--- src/sw_map.svh ---
`ifndef SW_MAP_SVH
`define SW_MAP_SVH

// register indices; byte address is four times the index
`define SW_IDX_CTL 16'hFF7C
`define SW_IDX_HUN 16'hFF7D
`define SW_IDX_TEN 16'hFF7E
`define SW_IDX_IEN 16'hFFE7
`define SW_IDX_IFL 16'hFFF7

// field positions
`define SW_RUN_BIT 0
`define SW_CLR_BIT 1
`define SW_TEN_BIT 0
`define SW_SEC_BIT 1

// reset values and bcd digit maximum
`define SW_RST_DIG 4'h0
`define SW_RST_IRQ 2'h0
`define SW_BCD_MAX 4'h9

// timing: core clock and base tick rate, in Hz
`define SW_CLK_HZ 50000000
`define SW_BASE_HZ 256
// longest whole count of clocks per base period
`define SW_TICK_CYC (`SW_CLK_HZ / `SW_BASE_HZ)
// phase added per base tick; wraps at 256
`define SW_STEP_ADD 8'h64
// base ticks in one second of the tenths digit
`define SW_SEC_TICKS 9'h100
// decade spans of the hundredths digit, in base ticks
`define SW_DEC_SHORT 5'h19
`define SW_DEC_LONG  5'h1A
// longest pause software may hold the counter, in us
`define SW_PAUSE_US 976

`endif

--- src/sw_pkg.sv ---
package sw_pkg;
  // one bcd digit
  typedef logic [3:0] bcd_t;
  // one bit per stopwatch event: tenth tick, second tick
  typedef logic [1:0] irq_vec_t;
  // decoded register target of a bus request
  typedef enum {
    REG_CTL,
    REG_HUN,
    REG_TEN,
    REG_IEN,
    REG_IFL,
    REG_NONE
  } reg_sel_e;
endpackage

--- src/sw_pace_if.sv ---
`timescale 1ns/1ps
// pacing link between the digit logic and the step generator
interface sw_pace_if;
  logic run;       // counting enabled
  logic clear;     // one-cycle zeroing strobe
  logic base_tick; // one-cycle pulse at 256 Hz
  logic step;      // one-cycle hundredths advance
  modport main  (output run, output clear, input base_tick, input step);
  modport pacer (input run, input clear, output base_tick, output step);
endinterface

--- src/sw_pacer.sv ---
`timescale 1ns/1ps
`include "sw_map.svh"

// step generator: 256 Hz base tick and 100-per-second phase
module sw_pacer #(
  parameter int TICK_DIV = `SW_TICK_CYC // clocks per base tick
) (
  // clock and reset
  input wire logic clock,
  input wire logic rst_n,
  // pacing link
  sw_pace_if.pacer pif
);

  logic [17:0] div_q;  // base period divider
  logic        tick_q; // base tick pulse
  logic [7:0]  acc_q;  // phase accumulator
  logic        step_q; // hundredths step pulse
  logic [8:0]  sum;    // accumulator plus carry
  logic [1:0]  gap_q;  // base ticks since last step

  // divider runs free, like a prescaler tap
  always_ff @(posedge clock or negedge rst_n) begin
    if (!rst_n) begin
      div_q  <= 18'h0;
      tick_q <= 1'b0;
    end else if (div_q == 18'(TICK_DIV - 1)) begin
      div_q  <= 18'h0;
      tick_q <= 1'b1;
    end else begin
      div_q  <= div_q + 18'h1;
      tick_q <= 1'b0;
    end
  end

  // carry of the phase gives 2 or 3 ticks per step
  assign sum = {1'b0, acc_q} + {1'b0, `SW_STEP_ADD};

  // accumulator moves only while running or on a clear; held otherwise
  always_ff @(posedge clock or negedge rst_n) begin
    if (!rst_n) begin
      acc_q  <= 8'h0;
      step_q <= 1'b0;
    end else if (pif.clear) begin
      acc_q  <= 8'h0; // realign phase to the zeroed digits
      step_q <= 1'b0;
    end else if (pif.run && tick_q) begin
      acc_q  <= sum[7:0];
      step_q <= sum[8];
    end else begin
      step_q <= 1'b0;
    end
  end

  assign pif.base_tick = tick_q;
  assign pif.step      = step_q;

  // helper: counts running base ticks between steps
  always_ff @(posedge clock or negedge rst_n) begin
    if (!rst_n) begin
      gap_q <= 2'h0;
    end else if (pif.clear || (pif.run && tick_q && sum[8])) begin
      gap_q <= 2'h0;
    end else if (pif.run && tick_q) begin
      gap_q <= gap_q + 2'h1;
    end
  end
endmodule

--- src/bcd_stopwatch_timer.sv ---
// Design decision made here: the APB interface to the registers.
`timescale 1ns/1ps
`include "sw_map.svh"

// Contract
// two cascaded bcd digits, hundredths and tenths
// hundredths steps every two or three ticks
// hundredths decade spans 25 or 26 ticks
// tenths decade spans exactly 256 ticks
// each digit wrap sets its flag
// flags set always; enable gates request
// enable bits readable, reset to zero
// digits readable as nibbles, writes ignored
// reset zeroes digits and run bit
// writing one to clear zeroes digits
// clear keeps run state as it was; the code loads run from the run bit of the same write
// run bit read/write, starts and stops
// stopped digits hold, resume on run
// software pause stays below 976 us
// flags read one, write one clears
// tenths carry on the same step
module bcd_stopwatch_timer #(
  parameter int TICK_DIV = `SW_TICK_CYC // clocks per 256 Hz tick
) (
  // clock and reset
  input  wire logic        clock,
  input  wire logic        rst_n,
  // apb slave
  input  wire logic        psel,
  input  wire logic        penable,
  input  wire logic        pwrite,
  input  wire logic [17:0] paddr,
  input  wire logic [31:0] pwdata,
  output logic      [31:0] prdata,
  output logic             pready,
  output logic             pslverr,
  // interrupt request, level
  output logic             irq
);

  // pacing link to the step generator
  sw_pace_if pif ();

  // bus state
  sw_pkg::reg_sel_e sel;       // decoded target
  logic             setup;     // apb setup cycle
  logic             access;    // completing access cycle
  logic             wr;        // write takes effect
  logic [31:0]      rd_d;      // read data for the target
  logic [31:0]      prdata_q;  // registered read data
  logic             pready_q;  // registered ready
  logic             pslverr_q; // registered error

  // control and status
  logic             run_q;     // counting enabled
  logic             clr;       // clear strobe, this cycle
  sw_pkg::bcd_t     hund_q;    // hundredths digit
  sw_pkg::bcd_t     tenth_q;   // tenths digit
  sw_pkg::irq_vec_t ien_q;     // interrupt enables
  sw_pkg::irq_vec_t flag_q;    // sticky event flags
  sw_pkg::irq_vec_t ev;        // wrap events, this cycle
  logic             step_ok;   // step not swallowed by clear
  logic             irq_q;     // registered request
  logic             irq_d;     // request before its register

  // step generator
  sw_pacer #(
    .TICK_DIV (TICK_DIV)
  ) u_pacer (
    .clock (clock),
    .rst_n (rst_n),
    .pif   (pif.pacer)
  );

  // address decode; misaligned or unlisted gives error
  always_comb begin
    sel = sw_pkg::REG_NONE;
    if (paddr[1:0] == 2'h0) begin
      case (paddr[17:2])
        `SW_IDX_CTL: sel = sw_pkg::REG_CTL;
        `SW_IDX_HUN: sel = sw_pkg::REG_HUN;
        `SW_IDX_TEN: sel = sw_pkg::REG_TEN;
        `SW_IDX_IEN: sel = sw_pkg::REG_IEN;
        `SW_IDX_IFL: sel = sw_pkg::REG_IFL;
        default:     sel = sw_pkg::REG_NONE;
      endcase
    end
  end

  // phase strobes; ready is high through every access
  assign setup  = psel && !penable;
  assign access = psel && penable && pready_q;
  assign wr     = access && pwrite && !pslverr_q;

  // read mux; unused upper bits read zero
  always_comb begin
    rd_d = 32'h0;
    case (sel)
      sw_pkg::REG_CTL: begin
        // clear strobe always reads zero
        rd_d[`SW_RUN_BIT] = run_q;
      end
      sw_pkg::REG_HUN: rd_d[3:0] = hund_q;
      sw_pkg::REG_TEN: rd_d[3:0] = tenth_q;
      sw_pkg::REG_IEN: rd_d[1:0] = ien_q;
      sw_pkg::REG_IFL: rd_d[1:0] = flag_q;
      default:         rd_d = 32'h0;
    endcase
  end

  // bus answer, prepared in the setup cycle
  // zero wait states: pready rises for the access cycle
  always_ff @(posedge clock or negedge rst_n) begin
    if (!rst_n) begin
      pready_q  <= 1'b0;
      pslverr_q <= 1'b0;
      prdata_q  <= 32'h0;
    end else begin
      pready_q <= setup;
      if (setup) begin
        pslverr_q <= (sel == sw_pkg::REG_NONE);
        prdata_q  <= pwrite ? 32'h0 : rd_d;
      end else if (access) begin
        pslverr_q <= 1'b0;
        prdata_q  <= 32'h0;
      end
    end
  end

  assign prdata  = prdata_q;
  assign pready  = pready_q;
  assign pslverr = pslverr_q;

  // clear acts on the write edge only; zero writes do nothing
  assign clr = wr && (sel == sw_pkg::REG_CTL)
               && pwdata[`SW_CLR_BIT];

  // run bit; a clear in the same write leaves it as written
  always_ff @(posedge clock or negedge rst_n) begin
    if (!rst_n) begin
      run_q <= 1'b0;
    end else if (wr && sel == sw_pkg::REG_CTL) begin
      run_q <= pwdata[`SW_RUN_BIT];
    end
  end

  // interrupt enables
  always_ff @(posedge clock or negedge rst_n) begin
    if (!rst_n) begin
      ien_q <= `SW_RST_IRQ;
    end else if (wr && sel == sw_pkg::REG_IEN) begin
      ien_q <= pwdata[1:0];
    end
  end

  // link to the pacer
  assign pif.run   = run_q;
  assign pif.clear = clr;

  // pacer only steps while running; clear swallows a step
  assign step_ok = pif.step && !clr;

  // wraps: tenths carry on the very step the hundredths wraps
  assign ev[`SW_TEN_BIT] = step_ok
                           && (hund_q == `SW_BCD_MAX);
  assign ev[`SW_SEC_BIT] = ev[`SW_TEN_BIT]
                           && (tenth_q == `SW_BCD_MAX);

  // hundredths digit
  // a write to the digit registers never reaches here
  always_ff @(posedge clock or negedge rst_n) begin
    if (!rst_n) begin
      hund_q <= `SW_RST_DIG;
    end else if (clr) begin
      hund_q <= `SW_RST_DIG;
    end else if (ev[`SW_TEN_BIT]) begin
      hund_q <= `SW_RST_DIG;
    end else if (step_ok) begin
      hund_q <= hund_q + 4'h1;
    end
  end

  // tenths digit, stepped by the hundredths wrap
  always_ff @(posedge clock or negedge rst_n) begin
    if (!rst_n) begin
      tenth_q <= `SW_RST_DIG;
    end else if (clr) begin
      tenth_q <= `SW_RST_DIG;
    end else if (ev[`SW_SEC_BIT]) begin
      tenth_q <= `SW_RST_DIG;
    end else if (ev[`SW_TEN_BIT]) begin
      tenth_q <= tenth_q + 4'h1;
    end
  end

  // sticky flags, one per event
  // set wins over a write-one clear in the same cycle
  for (genvar i = 0; i < 2; i++) begin : g_flag
    always_ff @(posedge clock or negedge rst_n) begin
      if (!rst_n) begin
        flag_q[i] <= 1'b0;
      end else if (ev[i]) begin
        flag_q[i] <= 1'b1;
      end else if (wr && sel == sw_pkg::REG_IFL && pwdata[i]) begin
        flag_q[i] <= 1'b0;
      end
    end
  end

  // or of the enabled flags, registered below
  assign irq_d = |(flag_q & ien_q);

  // one level request, high while an enabled flag is set
  always_ff @(posedge clock or negedge rst_n) begin
    if (!rst_n) begin
      irq_q <= 1'b0;
    end else begin
      irq_q <= irq_d;
    end
  end

  assign irq = irq_q;

  // helper: running base ticks since the last second wrap
  logic [8:0] sec_cnt_q;
  always_ff @(posedge clock or negedge rst_n) begin
    if (!rst_n) begin
      sec_cnt_q <= 9'h0;
    end else if (clr || ev[`SW_SEC_BIT]) begin
      sec_cnt_q <= 9'h0;
    end else if (run_q && pif.base_tick) begin
      sec_cnt_q <= sec_cnt_q + 9'h1;
    end
  end

  // helper: running base ticks since the last tenth wrap
  logic [4:0] dec_cnt_q;
  always_ff @(posedge clock or negedge rst_n) begin
    if (!rst_n) begin
      dec_cnt_q <= 5'h0;
    end else if (clr || ev[`SW_TEN_BIT]) begin
      dec_cnt_q <= 5'h0;
    end else if (run_q && pif.base_tick) begin
      dec_cnt_q <= dec_cnt_q + 5'h1;
    end
  end

  // helper: a reset or clear has happened since the last tenth wrap
  logic fresh_q;
  always_ff @(posedge clock or negedge rst_n) begin
    if (!rst_n) begin
      fresh_q <= 1'b1;
    end else if (clr) begin
      fresh_q <= 1'b1;
    end else if (ev[`SW_TEN_BIT]) begin
      fresh_q <= 1'b0;
    end
  end

  // helper: a clear landed while running; waits for the first step
  logic clr_run_q;
  always_ff @(posedge clock or negedge rst_n) begin
    if (!rst_n) begin
      clr_run_q <= 1'b0;
    end else if (clr && run_q) begin
      clr_run_q <= 1'b1;
    end else if (step_ok) begin
      clr_run_q <= 1'b0;
    end
  end
endmodule

--- config.mk ---
export PLATFORM = sky130hd
export DESIGN_NAME = bcd_stopwatch_timer
export DESIGN_NICKNAME = d
export VERILOG_FILES = /design/src/sw_pkg.sv /design/src/sw_pace_if.sv /design/src/sw_pacer.sv /design/src/bcd_stopwatch_timer.sv
export VERILOG_INCLUDE_DIRS = /design/src
export SDC_FILE = /design/constraint.sdc
export NUM_CORES = 1
export LEC_CHECK = 0
export BUFFER_PORTS_ARGS = -buffer_cell sky130_fd_sc_hd__buf_2
export CAP_MARGIN = 30
export CORE_ASPECT_RATIO = 1.1
export CORE_MARGIN = 4
export CORE_UTILIZATION = 40
export CTS_BUF_LIST = sky130_fd_sc_hd__clkbuf_4
export CTS_CLUSTER_SIZE = 14
export DETAILED_ROUTE_END_ITERATION = 10
export PLACE_DENSITY = 0.63
export SLEW_MARGIN = 20
export SYNTH_ARGS = -nofsm -noshare
export SYNTH_HDL_FRONTEND = slang
export SYNTH_SLANG_ARGS = --single-unit
export TNS_END_PERCENT = 10
--- constraint.sdc ---
create_clock -name clock -period 5.6 [get_ports clock]
set_input_delay 0.56 -clock clock [delete_from_list [all_inputs] [get_ports clock]]
set_output_delay 0.56 -clock clock [all_outputs]
set_load 0.005 [all_outputs]
; After elaboration in Yosys (flattened, before gate mapping)
; Cells that the tools add are included.
[totals]
reg_bits = 76
inputBits = 55
output_inout_bits = 35
elab_cells = 88
[op_classes]
addsub = 4
eq_ne = 15
muxes = 26
bitwise_logic = 1
n_reduce_logical = 28
[op_table]
columns = op, count
row1 = $mux 32, 3
row2 = $eq 16x16->1 const B, 5
row3 = $eq 32x2->1 const B, 2
row4 = $eq 32x3->1 const B, 2
row5 = $eq 32x4->1 const B, 2
row6 = $logic_not 32->1, 2
row7 = $eq 32x1->1 const B, 1
row8 = $mux 4, 7
row9 = $add 18x1->18 const B, 1
row10 = $eq 18x18->1 const B, 1
row11 = $mux 18, 1
row12 = $mux 8, 2
row13 = $logic_and 1x1->1, 15
row14 = $pmux 3 s5, 1
row15 = $add 8x7->9 const B, 1
row16 = $mux 1, 9
row17 = $add 4x1->4 const B, 2
row18 = $eq 4x4->1 const B, 2
row19 = $reduce_bool 2->1, 4
row20 = $reduce_bool 3->1, 2
row21 = $pmux 1 s5, 1
row22 = $pmux 1 s4, 1
row23 = $pmux 2 s2, 1
row24 = $logic_not 1->1, 3
row25 = 3 further kinds, 3

; Longest topological paths before layout
; Gate-level depths: netlist of the first run.
[depth]
depth_word = 12
ltp_mapped = 6
mapped_depth_nobuf = 6

; By module
; Synthesis of the first run repeated with hierarchy kept, for this count alone.
[hier_totals]
hier_cells = 284
area_unflattened_um2 = 2770.2
[by_module_without_submodules]
columns = module, instances, cells_each, area_each_um2
row1 = bcd_stopwatch_timer, 1, 161, 1495.2
row2 = sw_pacer, 1, 123, 1275.0

; Worst setup path before layout of the first run
; Ideal clock, no wire load.
[synth_timing]
kind = in2reg
startpoint = input port paddr[9]
endpoint = register ien_q[0]
arrival_ps = 1955
slack_ps = 3520
cell_stages = 5
path_cell_list = and4bb_4 -> a22oi_2 -> or4_4 -> or2_4 -> mux2_4
[synth_via]
elab_chain_len = 5
elab_cells_between_ends = 9
cone_classes = 6 x eq/ne / 2 x mux / 1 x reduce/logical
[synth_lines]
columns = item, line
row1 = start: declaration, bcd_stopwatch_timer.sv:32  ; input wire logic [17:0] paddr,
row2 = $eq 16x16->1, bcd_stopwatch_timer.sv:79  ; case (paddr[17:2])
row3 = $pmux 3 s5 *, bcd_stopwatch_timer.sv:79
row4 = $mux 32 *, bcd_stopwatch_timer.sv:78  ; if (paddr[1:0] == 2'h0) begin
row5 = $eq 32x3->1 *, bcd_stopwatch_timer.sv:151  ; end else if (wr && sel == sw_pkg::REG_IEN) begin
row6 = $logic_and 1x1->1 *, bcd_stopwatch_timer.sv:151
row7 = end signal: assignment, bcd_stopwatch_timer.sv:150  ; ien_q <= `SW_RST_IRQ;
row8 = end signal: assignment, bcd_stopwatch_timer.sv:152  ; ien_q <= pwdata[1:0];
row9 = end: declaration, bcd_stopwatch_timer.sv:59  ; sw_pkg::irq_vec_t ien_q;
; Every way passes the cells marked *; elsewhere a longest branch is shown, timed or not.
; A chain may end at the register's enable or synchronous reset.

; Worst setup path in the final report of the first run
[layout_timing]
startpoint = register u_pacer.div_q[0]
endpoint = register u_pacer.div_q[14]
[layout_via]
elab_chain_len = 2
elab_cells_between_ends = 3
cone_classes = 1 x add/sub / 1 x eq/ne / 1 x mux
[layout_lines]
columns = item, line
row1 = start: declaration, sw_pacer.sv:15  ; logic [17:0] div_q;
row2 = start signal: assignment, sw_pacer.sv:31  ; div_q <= div_q + 18'h1;
row3 = $add 18x1->18 or $eq 18x18->1 (tied branches), "sw_pacer.sv:31, sw_pacer.sv:27"
row4 = $mux 18 *, sw_pacer.sv:27  ; end else if (div_q == 18'(TICK_DIV - 1)) begin
; Marked as above.

==> reports/metrics.csv, run 1 <==
stage,metric,value,unit
status,status,finished clean,
clocking,cts-root-buf,clkbuf_4,
route,dr.pass1.iters,4,
critical_path,crit_chain,"ha_1, nand3_1, or2_1, nor4_4, and3b_1, a211o_1",
cells_and_area,layout-drive-gt1-share,20.60,%
place,dp_cells,375,
critical_path,crit_type,reg -> reg,
route,wl,5125,microns
critical_path,critPathRequiredTime,5.86,ns
critical_path,r2r_slack,3.43,ns
critical_path,crit_arrival,2.43,ns
clocking,postCtsSetupRepairBufs,0,
synthesis,syn_area,2716,sq um
route,avgRoutedWirePerCell,13.38,microns
critical_path,endpoint,u_pacer.div_q[14],
sta,fin_worst_skew,0.01461,ns
critical_path,crit_cells,6,
floorplanning,rows,31,
global_route,grt_pass1_wl,8397,microns
synthesis,syn_area_per_cell,10.25,sq um
critical_path,end_kind,flip-flop,
critical_path,worst-r2r-cell-count,6,
clocking,h-tree-depth,2,
place,numPortBuffers,31,
synthesis,ys_warn_count,0,
critical_path,path_buf_inv,0,
route,ant_nets,0,
place,place_hpwl,3967,microns
synthesis,ys_seq_area_share,42.38,%
route,drt_iter0_drc,87,
cells_and_area,area_delta_synth_final,8.015,%
global_route,grt_antenna_before_repair,0,
route,avgViaCountPerCell,5.209,
cells_and_area,nNetsFinal,361,
global_route,grtUsageTotal,12.81,%
critical_path,rr_startpoint,u_pacer.div_q[0],
cells_and_area,antennaDiodeCount,0,
sta,layout_min_cycle_time,2.168,ns
synthesis,ys_async_sr_fraction,100.0,%
clocking,clk_pin_slew_worst_paths,0.14,ns
critical_path,cp_slowest_cell,nor4_4,
global_route,grt_start_max_net_pins,26,
critical_path,worst_setup_path_start_kind,flip-flop,
power_and_ir_drop,p_per_area,182.8,nW/um^2
sta,fmax,461.2,MHz
synthesis,synth_edf_count,0,
route,drc,0,
critical_path,cp_slowest_stage_delay,0.46,ns
floorplanning,fp.dieH,94.43,microns
sta,finalSetupTns,0,ns
place,routabilityCongestion,0.8659,
run,max-cap-violations,0,
synthesis,synth_seq_cells,46,
sta,rsz0062_at_grt,false,
cells_and_area,fin_cells,383,
synthesis,synth_flop_cell,dfrtp_1,
global_route,overflow,0,
sta,fin_crit_sh,38.72,%
place,dpl_cell_area,2872,sq um
clocking,cts_inserted_buffers,5,
clocking,cts_max_path_buffers,2,
sta,worst_slew_pin_slew,0.6671,ns
critical_path,crit_family,simple AND/OR/NAND/NOR gates,
floorplanning,start_util,41.20,%
sta,slew_viol_final,0,
cells_and_area,fin_util,44.50,%
floorplanning,dieArea,8175,sq um
sta,holdWs,0.1617,ns
clocking,ctsResizeCount,0,
cells_and_area,finalInstanceArea,2934,sq um
power_and_ir_drop,p_leak,0.001292,uW
floorplanning,ios,90,
global_route,grt_pass1_vias,1847,
critical_path,crit_fanout,9,
sta,setup_viol,0,
clocking,numClockSinks,46,
clocking,cts_hold_buf,0,
floorplanning,fp.dieW,86.57,microns
synthesis,yosysUniqueCellTypes,65,
clocking,clk_latency,0.36,ns
critical_path,crit_path_start,u_pacer.div_q[0],
route,vias,1995,
sta,hold_violations,0,
power_and_ir_drop,peakVddDrop,0.08872,mV
synthesis,syn_inst,265,
floorplanning,core-area,6594,sq um
critical_path,regToRegEndpoint,u_pacer.div_q[14],
sta,slew_headroom,55.05,%
clocking,cts_tree,done,
worst_hold_path,worstHoldPathType,in -> async,
[layer usage]
layer / global-route usage (%) / routed length (microns) / vias to the layer above
met5: 0 / 0 / -
met4: 4.935 / 85 / 0
met3: 3.229 / 340 / 11
met2: 21.24 / 2392 / 58
met1: 15.98 / 2306 / 945
li1: - / - / 981
[state kept, by name, summed over array words and instances (netlist names)]
register	cells
u_pacer.div_q	18
u_pacer.acc_q	6
hund_q	4
prdata	4
tenth_q	4
flag_q	2
ien_q	2
irq	1
pif.run	1
pready	1
pslverr	1
u_pacer.pif.base_tick	1
u_pacer.pif.step	1
[cells in the mapped netlist, types with 3 or more instances]
master	instances	area (sq um)
nand4_1	12	75.07
a22o_1	3	26.28
ha_1	6	75.07
xor2_1	10	87.58
dfrtp_1	46	1151
nor2_1	25	93.84
nor3_1	3	15.01
nor3b_2	3	37.54
o21ai_0	3	15.01
nand2_1	13	48.80
buf_4	28	210.2
mux2i_1	6	60.06
nand4b_1	4	35.03
a22oi_1	4	30.03
inv_1	11	41.29
xnor2_1	10	87.58
nand3_1	12	60.06
o21ai_1	4	20.02
[stage by stage]
step                      setup WS (ns)  total power, uW
after floorplan                   3.520            369.0
after global placement            3.211            375.4
after detailed placement          3.216            377.9
after CTS                         3.401            548.8
after global routing              3.245            565.6
final                             3.432            536.3
[worst min-delay path by stage]
stage / from / to / cells after the start
after CTS: rst_n / u_pacer.div_q[3] / 1
after global placement: u_pacer.div_q[0] / u_pacer.div_q[0] / 1
after detailed placement: u_pacer.div_q[0] / u_pacer.div_q[0] / 1
after global routing: rst_n / u_pacer.div_q[3] / 1
after floorplan: rst_n / flag_q[0] / 0
final: rst_n / u_pacer.div_q[16] / 1
[report_power, final]
| part | leakage, uW | internal [uW] | switching [uW] |
|---|---|---|---|
| Combinational | 0.000692 | 13.9 | 22.8 |
| Sequential | 0.000567 | 333 | 1.11 |
| Clock | 0.0000318 | 51.4 | 114 |
[kinds of logic (layout without fill, tap and decap cells)]
| logic type | count (synthesis) | count (layout) | synth area share [%] |
|---|---|---|---|
| xor gates and xnor gates | 20 | 20 | 6.448 |
| and+or+nand+nor | 104 | 104 | 24.14 |
| muxes | 11 | 11 | 4.560 |
| adders and majority gates | 6 | 6 | 2.764 |
| DFF | 46 | 46 | 42.38 |
| other | 1 | 28 | 0.1381 |
| buffers and inverters | 42 | 51 | 9.765 |
| AOI/OAI and AO/OA | 35 | 35 | 9.812 |
[layout by cell type, fill, tap and decap left out, types with 10 or more instances in the layout]
| cell | instances |
|---|---|
| nand3_1 | 12 |
| nand4_1 | 12 |
| nor2_1 | 25 |
| dfrtp_1 | 46 |
| inv_1 | 11 |
| xor2_1 | 10 |
| xnor2_1 | 10 |
| buf_2 | 31 |
| nand2_1 | 13 |
| conb_1 | 28 |
[final cells by class]
cell class	count	area, sq um
clock buffer	5	37.54
clock inverter	3	25.02
timing repair buffer	32	175.2
sequential	46	1151
multi-input combinational	204	1401
inverter	11	41.29
fill	638	3660
tap	82	102.6
No activity file was read; power rests on OpenSTA's default activity.
==> run 2, diff against run 1 <==
--- a/config.mk
+++ b/config.mk
@@ -6,6 +6,7 @@
 export SDC_FILE = /design/constraint.sdc
 export NUM_CORES = 1
 export LEC_CHECK = 0
+export ABC_AREA = 1
 export BUFFER_PORTS_ARGS = -buffer_cell sky130_fd_sc_hd__buf_2
 export CAP_MARGIN = 30
 export CORE_ASPECT_RATIO = 1.1
@@ -14,7 +15,7 @@
 export CTS_BUF_LIST = sky130_fd_sc_hd__clkbuf_4
 export CTS_CLUSTER_SIZE = 14
 export DETAILED_ROUTE_END_ITERATION = 10
-export PLACE_DENSITY = 0.63
+export PLACE_DENSITY = 0.62
 export SLEW_MARGIN = 20
 export SYNTH_ARGS = -nofsm -noshare
 export SYNTH_HDL_FRONTEND = slang
==> constraint.sdc (replaced) <==
create_clock -name clock -period 2.16 [get_ports clock]
set_input_delay 0.216 -clock clock [delete_from_list [all_inputs] [get_ports clock]]
set_output_delay 0.216 -clock clock [all_outputs]
set_load 0.005 [all_outputs]
==> run 2 against run 1 <==
Final cell count increased by 32%. Sequential share of layout area decreased by 2.7 points. Clock skew increased by 0.00064 ns. Wire length increased by 5.4%. Die area increased by 6.4%. Power increased to 2.6 times the previous value. Critical endpoint unchanged. Largest power group unchanged.
==> reports/metrics.csv, run 2 <==
stage,metric,value,unit,change
global_route,grt_pass1_wl,9190,microns,+9.4%
global_route,grtUsageTotal,13.00,%,+0.19 points
sta,rsz0062_at_grt,false,,
place,place_hpwl,4279,microns,+7.9%
sta,worst_slew_pin_slew,0.5381,ns,-0.1291 ns
sta,fmax,544.1,MHz,+18%
critical_path,end_kind,flip-flop,,
synthesis,ys_async_sr_fraction,100.0,%,unchanged
cells_and_area,largest_register_ffs,18,,unchanged
route,drt_iter0_drc,88,,+1.1%
synthesis,ys_warn_count,0,,unchanged
run,max-cap-violations,0,,unchanged
critical_path,crit_fanout,3,,-6
synthesis,syn_area,2908,sq um,+7.0%
status,status,finished clean,,
clocking,cts_inserted_buffers,5,,unchanged
global_route,grt_start_max_net_pins,25,,-3.8%
power_and_ir_drop,peakVddDrop,0.2894,mV,+230%
sta,fin_crit_sh,85.09,%,+46 points
floorplanning,fp.dieH,97.42,microns,+3.2%
clocking,numClockSinks,46,,unchanged
cells_and_area,top_regs,"u_pacer.div_q (18), u_pacer.acc_q (6)",,
synthesis,yosysUniqueCellTypes,34,,-48%
floorplanning,core-area,7047,sq um,+6.9%
sta,holdWs,0.02801,ns,-0.1337 ns
sta,finalSetupTns,0,ns,unchanged
route,wl,5404,microns,+5.4%
floorplanning,rows,32,,+3.2%
cells_and_area,fin_cells,505,,+32%
route,ant_nets,0,,unchanged
clocking,cts_max_path_buffers,2,,unchanged
route,avgRoutedWirePerCell,10.70,microns,-20%
clocking,h-tree-depth,2,,unchanged
place,numPortBuffers,31,,unchanged
critical_path,path_buf_inv,1,,+1
synthesis,syn_inst,379,,+43%
cells_and_area,finalInstanceArea,3154,sq um,+7.5%
place,dpl_cell_area,3084,sq um,+7.4%
route,avgViaCountPerCell,4.594,,-12%
cells_and_area,fin_util,44.76,%,+0.26 points
critical_path,cp_slowest_stage_delay,0.40,ns,-0.06 ns
critical_path,crit_family,simple AND/OR/NAND/NOR gates,,
cells_and_area,antennaDiodeCount,0,,unchanged
critical_path,critPathRequiredTime,2.41,ns,-3.45 ns
cells_and_area,area_delta_synth_final,8.477,%,
synthesis,synth_top_area_share,39.59,%,-2.8 points
cells_and_area,regMostFlops,u_pacer.div_q,,
route,dr.pass1.iters,4,,unchanged
place,routabilityCongestion,0.7951,,-8.2%
sta,setup_viol,0,,unchanged
synthesis,yosysTopAreaCell,dfrtp_1,,
clocking,clk_latency,0.37,ns,about the same
route,drc,0,,unchanged
synthesis,synth_seq_cells,46,,unchanged
critical_path,crit_chain,"ha_1, nand3_1, nor2_1, nand2_1, nor2_1, inv_1, nor2_1, nand3_1, nor2_1, xnor2_1, nor2_1",,
clocking,cts_tree,done,,
sta,hold_violations,0,,unchanged
power_and_ir_drop,p_leak,0.001595,uW,+23%
global_route,grt_antenna_before_repair,0,,unchanged
route,routed-wl-met2,2688,microns,+12%
cells_and_area,multi_input_area,1421,sq um,+1.4%
clocking,postCtsSetupRepairBufs,0,,unchanged
synthesis,synth_flop_cell,dfrtp_1,,
critical_path,crit_type,reg -> reg,,
sta,layout_min_cycle_time,1.838,ns,-0.3304 ns
synthesis,syn_area_per_cell,7.672,sq um,-25%
floorplanning,start_util,41.26,%,+0.069 points
sta,slew_headroom,64.13,%,+9.1 points
global_route,overflow,0,,unchanged
floorplanning,dieArea,8699,sq um,+6.4%
cells_and_area,fillers,733,,+15%
critical_path,cp_common_cell,nor2_1,,
route,met3_length,252,microns,-26%
cells_and_area,nNetsFinal,480,,+33%
critical_path,cp_slowest_cell,dfrtp_1,,
synthesis,ys_seq_area_share,39.59,%,-2.8 points
critical_path,crit_arrival,2.09,ns,-0.34 ns
floorplanning,ios,90,,unchanged
cells_and_area,final_common_cell,nand2_1,,
place,dp_cells,496,,+32%
power_and_ir_drop,p_per_area,435.8,nW/um^2,+140%
cells_and_area,seq_area,1151,sq um,unchanged
floorplanning,fp.dieW,89.30,microns,+3.1%
route,top_layer_used,met4,,
synthesis,synth.area.top_cells,"dfrtp_1 40%, nand2_1 10%, buf_4 7.2%",,
clocking,clk_pin_slew_worst_paths,0.13,ns,about the same
synthesis,synth_common_cells,"79 x nand2_1, 55 x inv_1, 46 x dfrtp_1",,
sta,slew_viol_final,0,,unchanged
worst_hold_path,worstHoldPathType,in -> reg,,
synthesis,synth_edf_count,0,,unchanged
cells_and_area,layout_common_cells,"79 x nand2_1, 55 x inv_1, 46 x dfrtp_1, 45 x nor2_1, 31 x buf_2",,
route,met1Wirelength,2394,microns,+3.8%
synthesis,yosysMostFrequentCell,nand2_1,,
global_route,grt_pass1_vias,2159,,+17%
sta,fin_worst_skew,0.01525,ns,+0.0006414 ns
route,vias,2320,,+16%
critical_path,worst_setup_path_start_kind,flip-flop,,
clocking,cts-root-buf,clkbuf_4,,
cells_and_area,layout-drive-gt1-share,15.71,%,-4.9 points
-- run 2: changes by cell type after synthesis, moves of 6 or more --
cell / before / now
mux2i_1: 6 / 0
nand2_2: 0 / 6
o21ai_0: 3 / 13
nand3_1: 12 / 27
inv_1: 11 / 55
nor2_1: 25 / 45
nand2_1: 13 / 79
xnor2_1: 10 / 4
-- run 2: kinds of logic (layout without fill, tap and decap cells) --
| logic type | count (synthesis) | count (layout) | share of synthesized area, % |
|---|---|---|---|
| AND/OR/NAND/NOR | 193 | 193 | 32.06 |
| buffers and inverters | 88 | 102 | 15.23 |
| flip-flops | 46 | 46 | 39.59 |
| AO/OA/AOI/OAI | 28 | 28 | 5.293 |
| XOR/XNOR | 17 | 17 | 5.120 |
| adder cells (fa/ha/maj) | 6 | 6 | 2.582 |
| other | 1 | 28 | 0.1290 |
-- run 2: routing by layer --
layer,vias to the layer above,GRT usage (%)
met1,1048,16.14
met5,-,0
met3,8,2.545
met2,46,22.18
met4,0,4.124
li1,1218,-
-- run 2: what timing repair did --
item                       CTS  global route
hold endpoints to repair    22             0
resized for setup            0             1
setup endpoints to repair    0             2
hold buffers                 1             0
-- run 2: final cells by class --
| cell class | instances | area share (%) |
|---|---|---|
| Sequential cell | 46 | 36.49 |
| Clock buffer | 6 | 1.428 |
| Timing Repair Buffer | 35 | 6.347 |
| Clock inverter | 2 | 0.2777 |
| Tap cell | 85 | 3.372 |
| Inverter | 59 | 7.021 |
| Multi-Input combinational cell | 272 | 45.06 |
-- run 2: worst reg2reg max path: stages (launching register included) --
cell,delay [ns]
dfrtp_1,0.40
ha_1,0.20
nand3_1,0.12
nor2_1,0.10
nand2_1,0.09
nor2_1,0.17
inv_1,0.08
nor2_1,0.15
nand3_1,0.10
nor2_1,0.13
xnor2_1,0.13
nor2_1,0.05
-- run 2: worst paths after layout --
kind	startpoint	end	slack, ns	cells past startpoint
max in group asynchronous	rst_n	u_pacer.div_q[10]	1.29	3
hold / removal	penable	pready	0.03	2
hold reg to reg	u_pacer.div_q[0]	u_pacer.div_q[0]	0.49	1
min in group asynchronous	rst_n	pslverr	0.34	2
setup reg to reg	u_pacer.div_q[0]	u_pacer.div_q[14]	0.32	11
setup / recovery	u_pacer.div_q[0]	u_pacer.div_q[14]	0.32	11
-- run 2: report_power, final --
| part | switching, uW | leakage (uW) | total [uW] | internal, uW |
|---|---|---|---|---|
| clock network | 269 | 0.0000331 | 405 | 135 |
| registers | 2.09 | 0.000583 | 866 | 864 |
| logic | 67.6 | 0.000978 | 104 | 36.1 |
| total | 339 | 0.00159 | 1370 | 1040 |
-- run 2: per-stage QoR --
step                      power, uW  worst slack, ns
after floorplan               964.5           0.5253
after global placement        984.2           0.2862
after detailed placement      985.7           0.2252
after CTS                      1403           0.2788
after global routing           1453          0.05660
final                          1375           0.3220
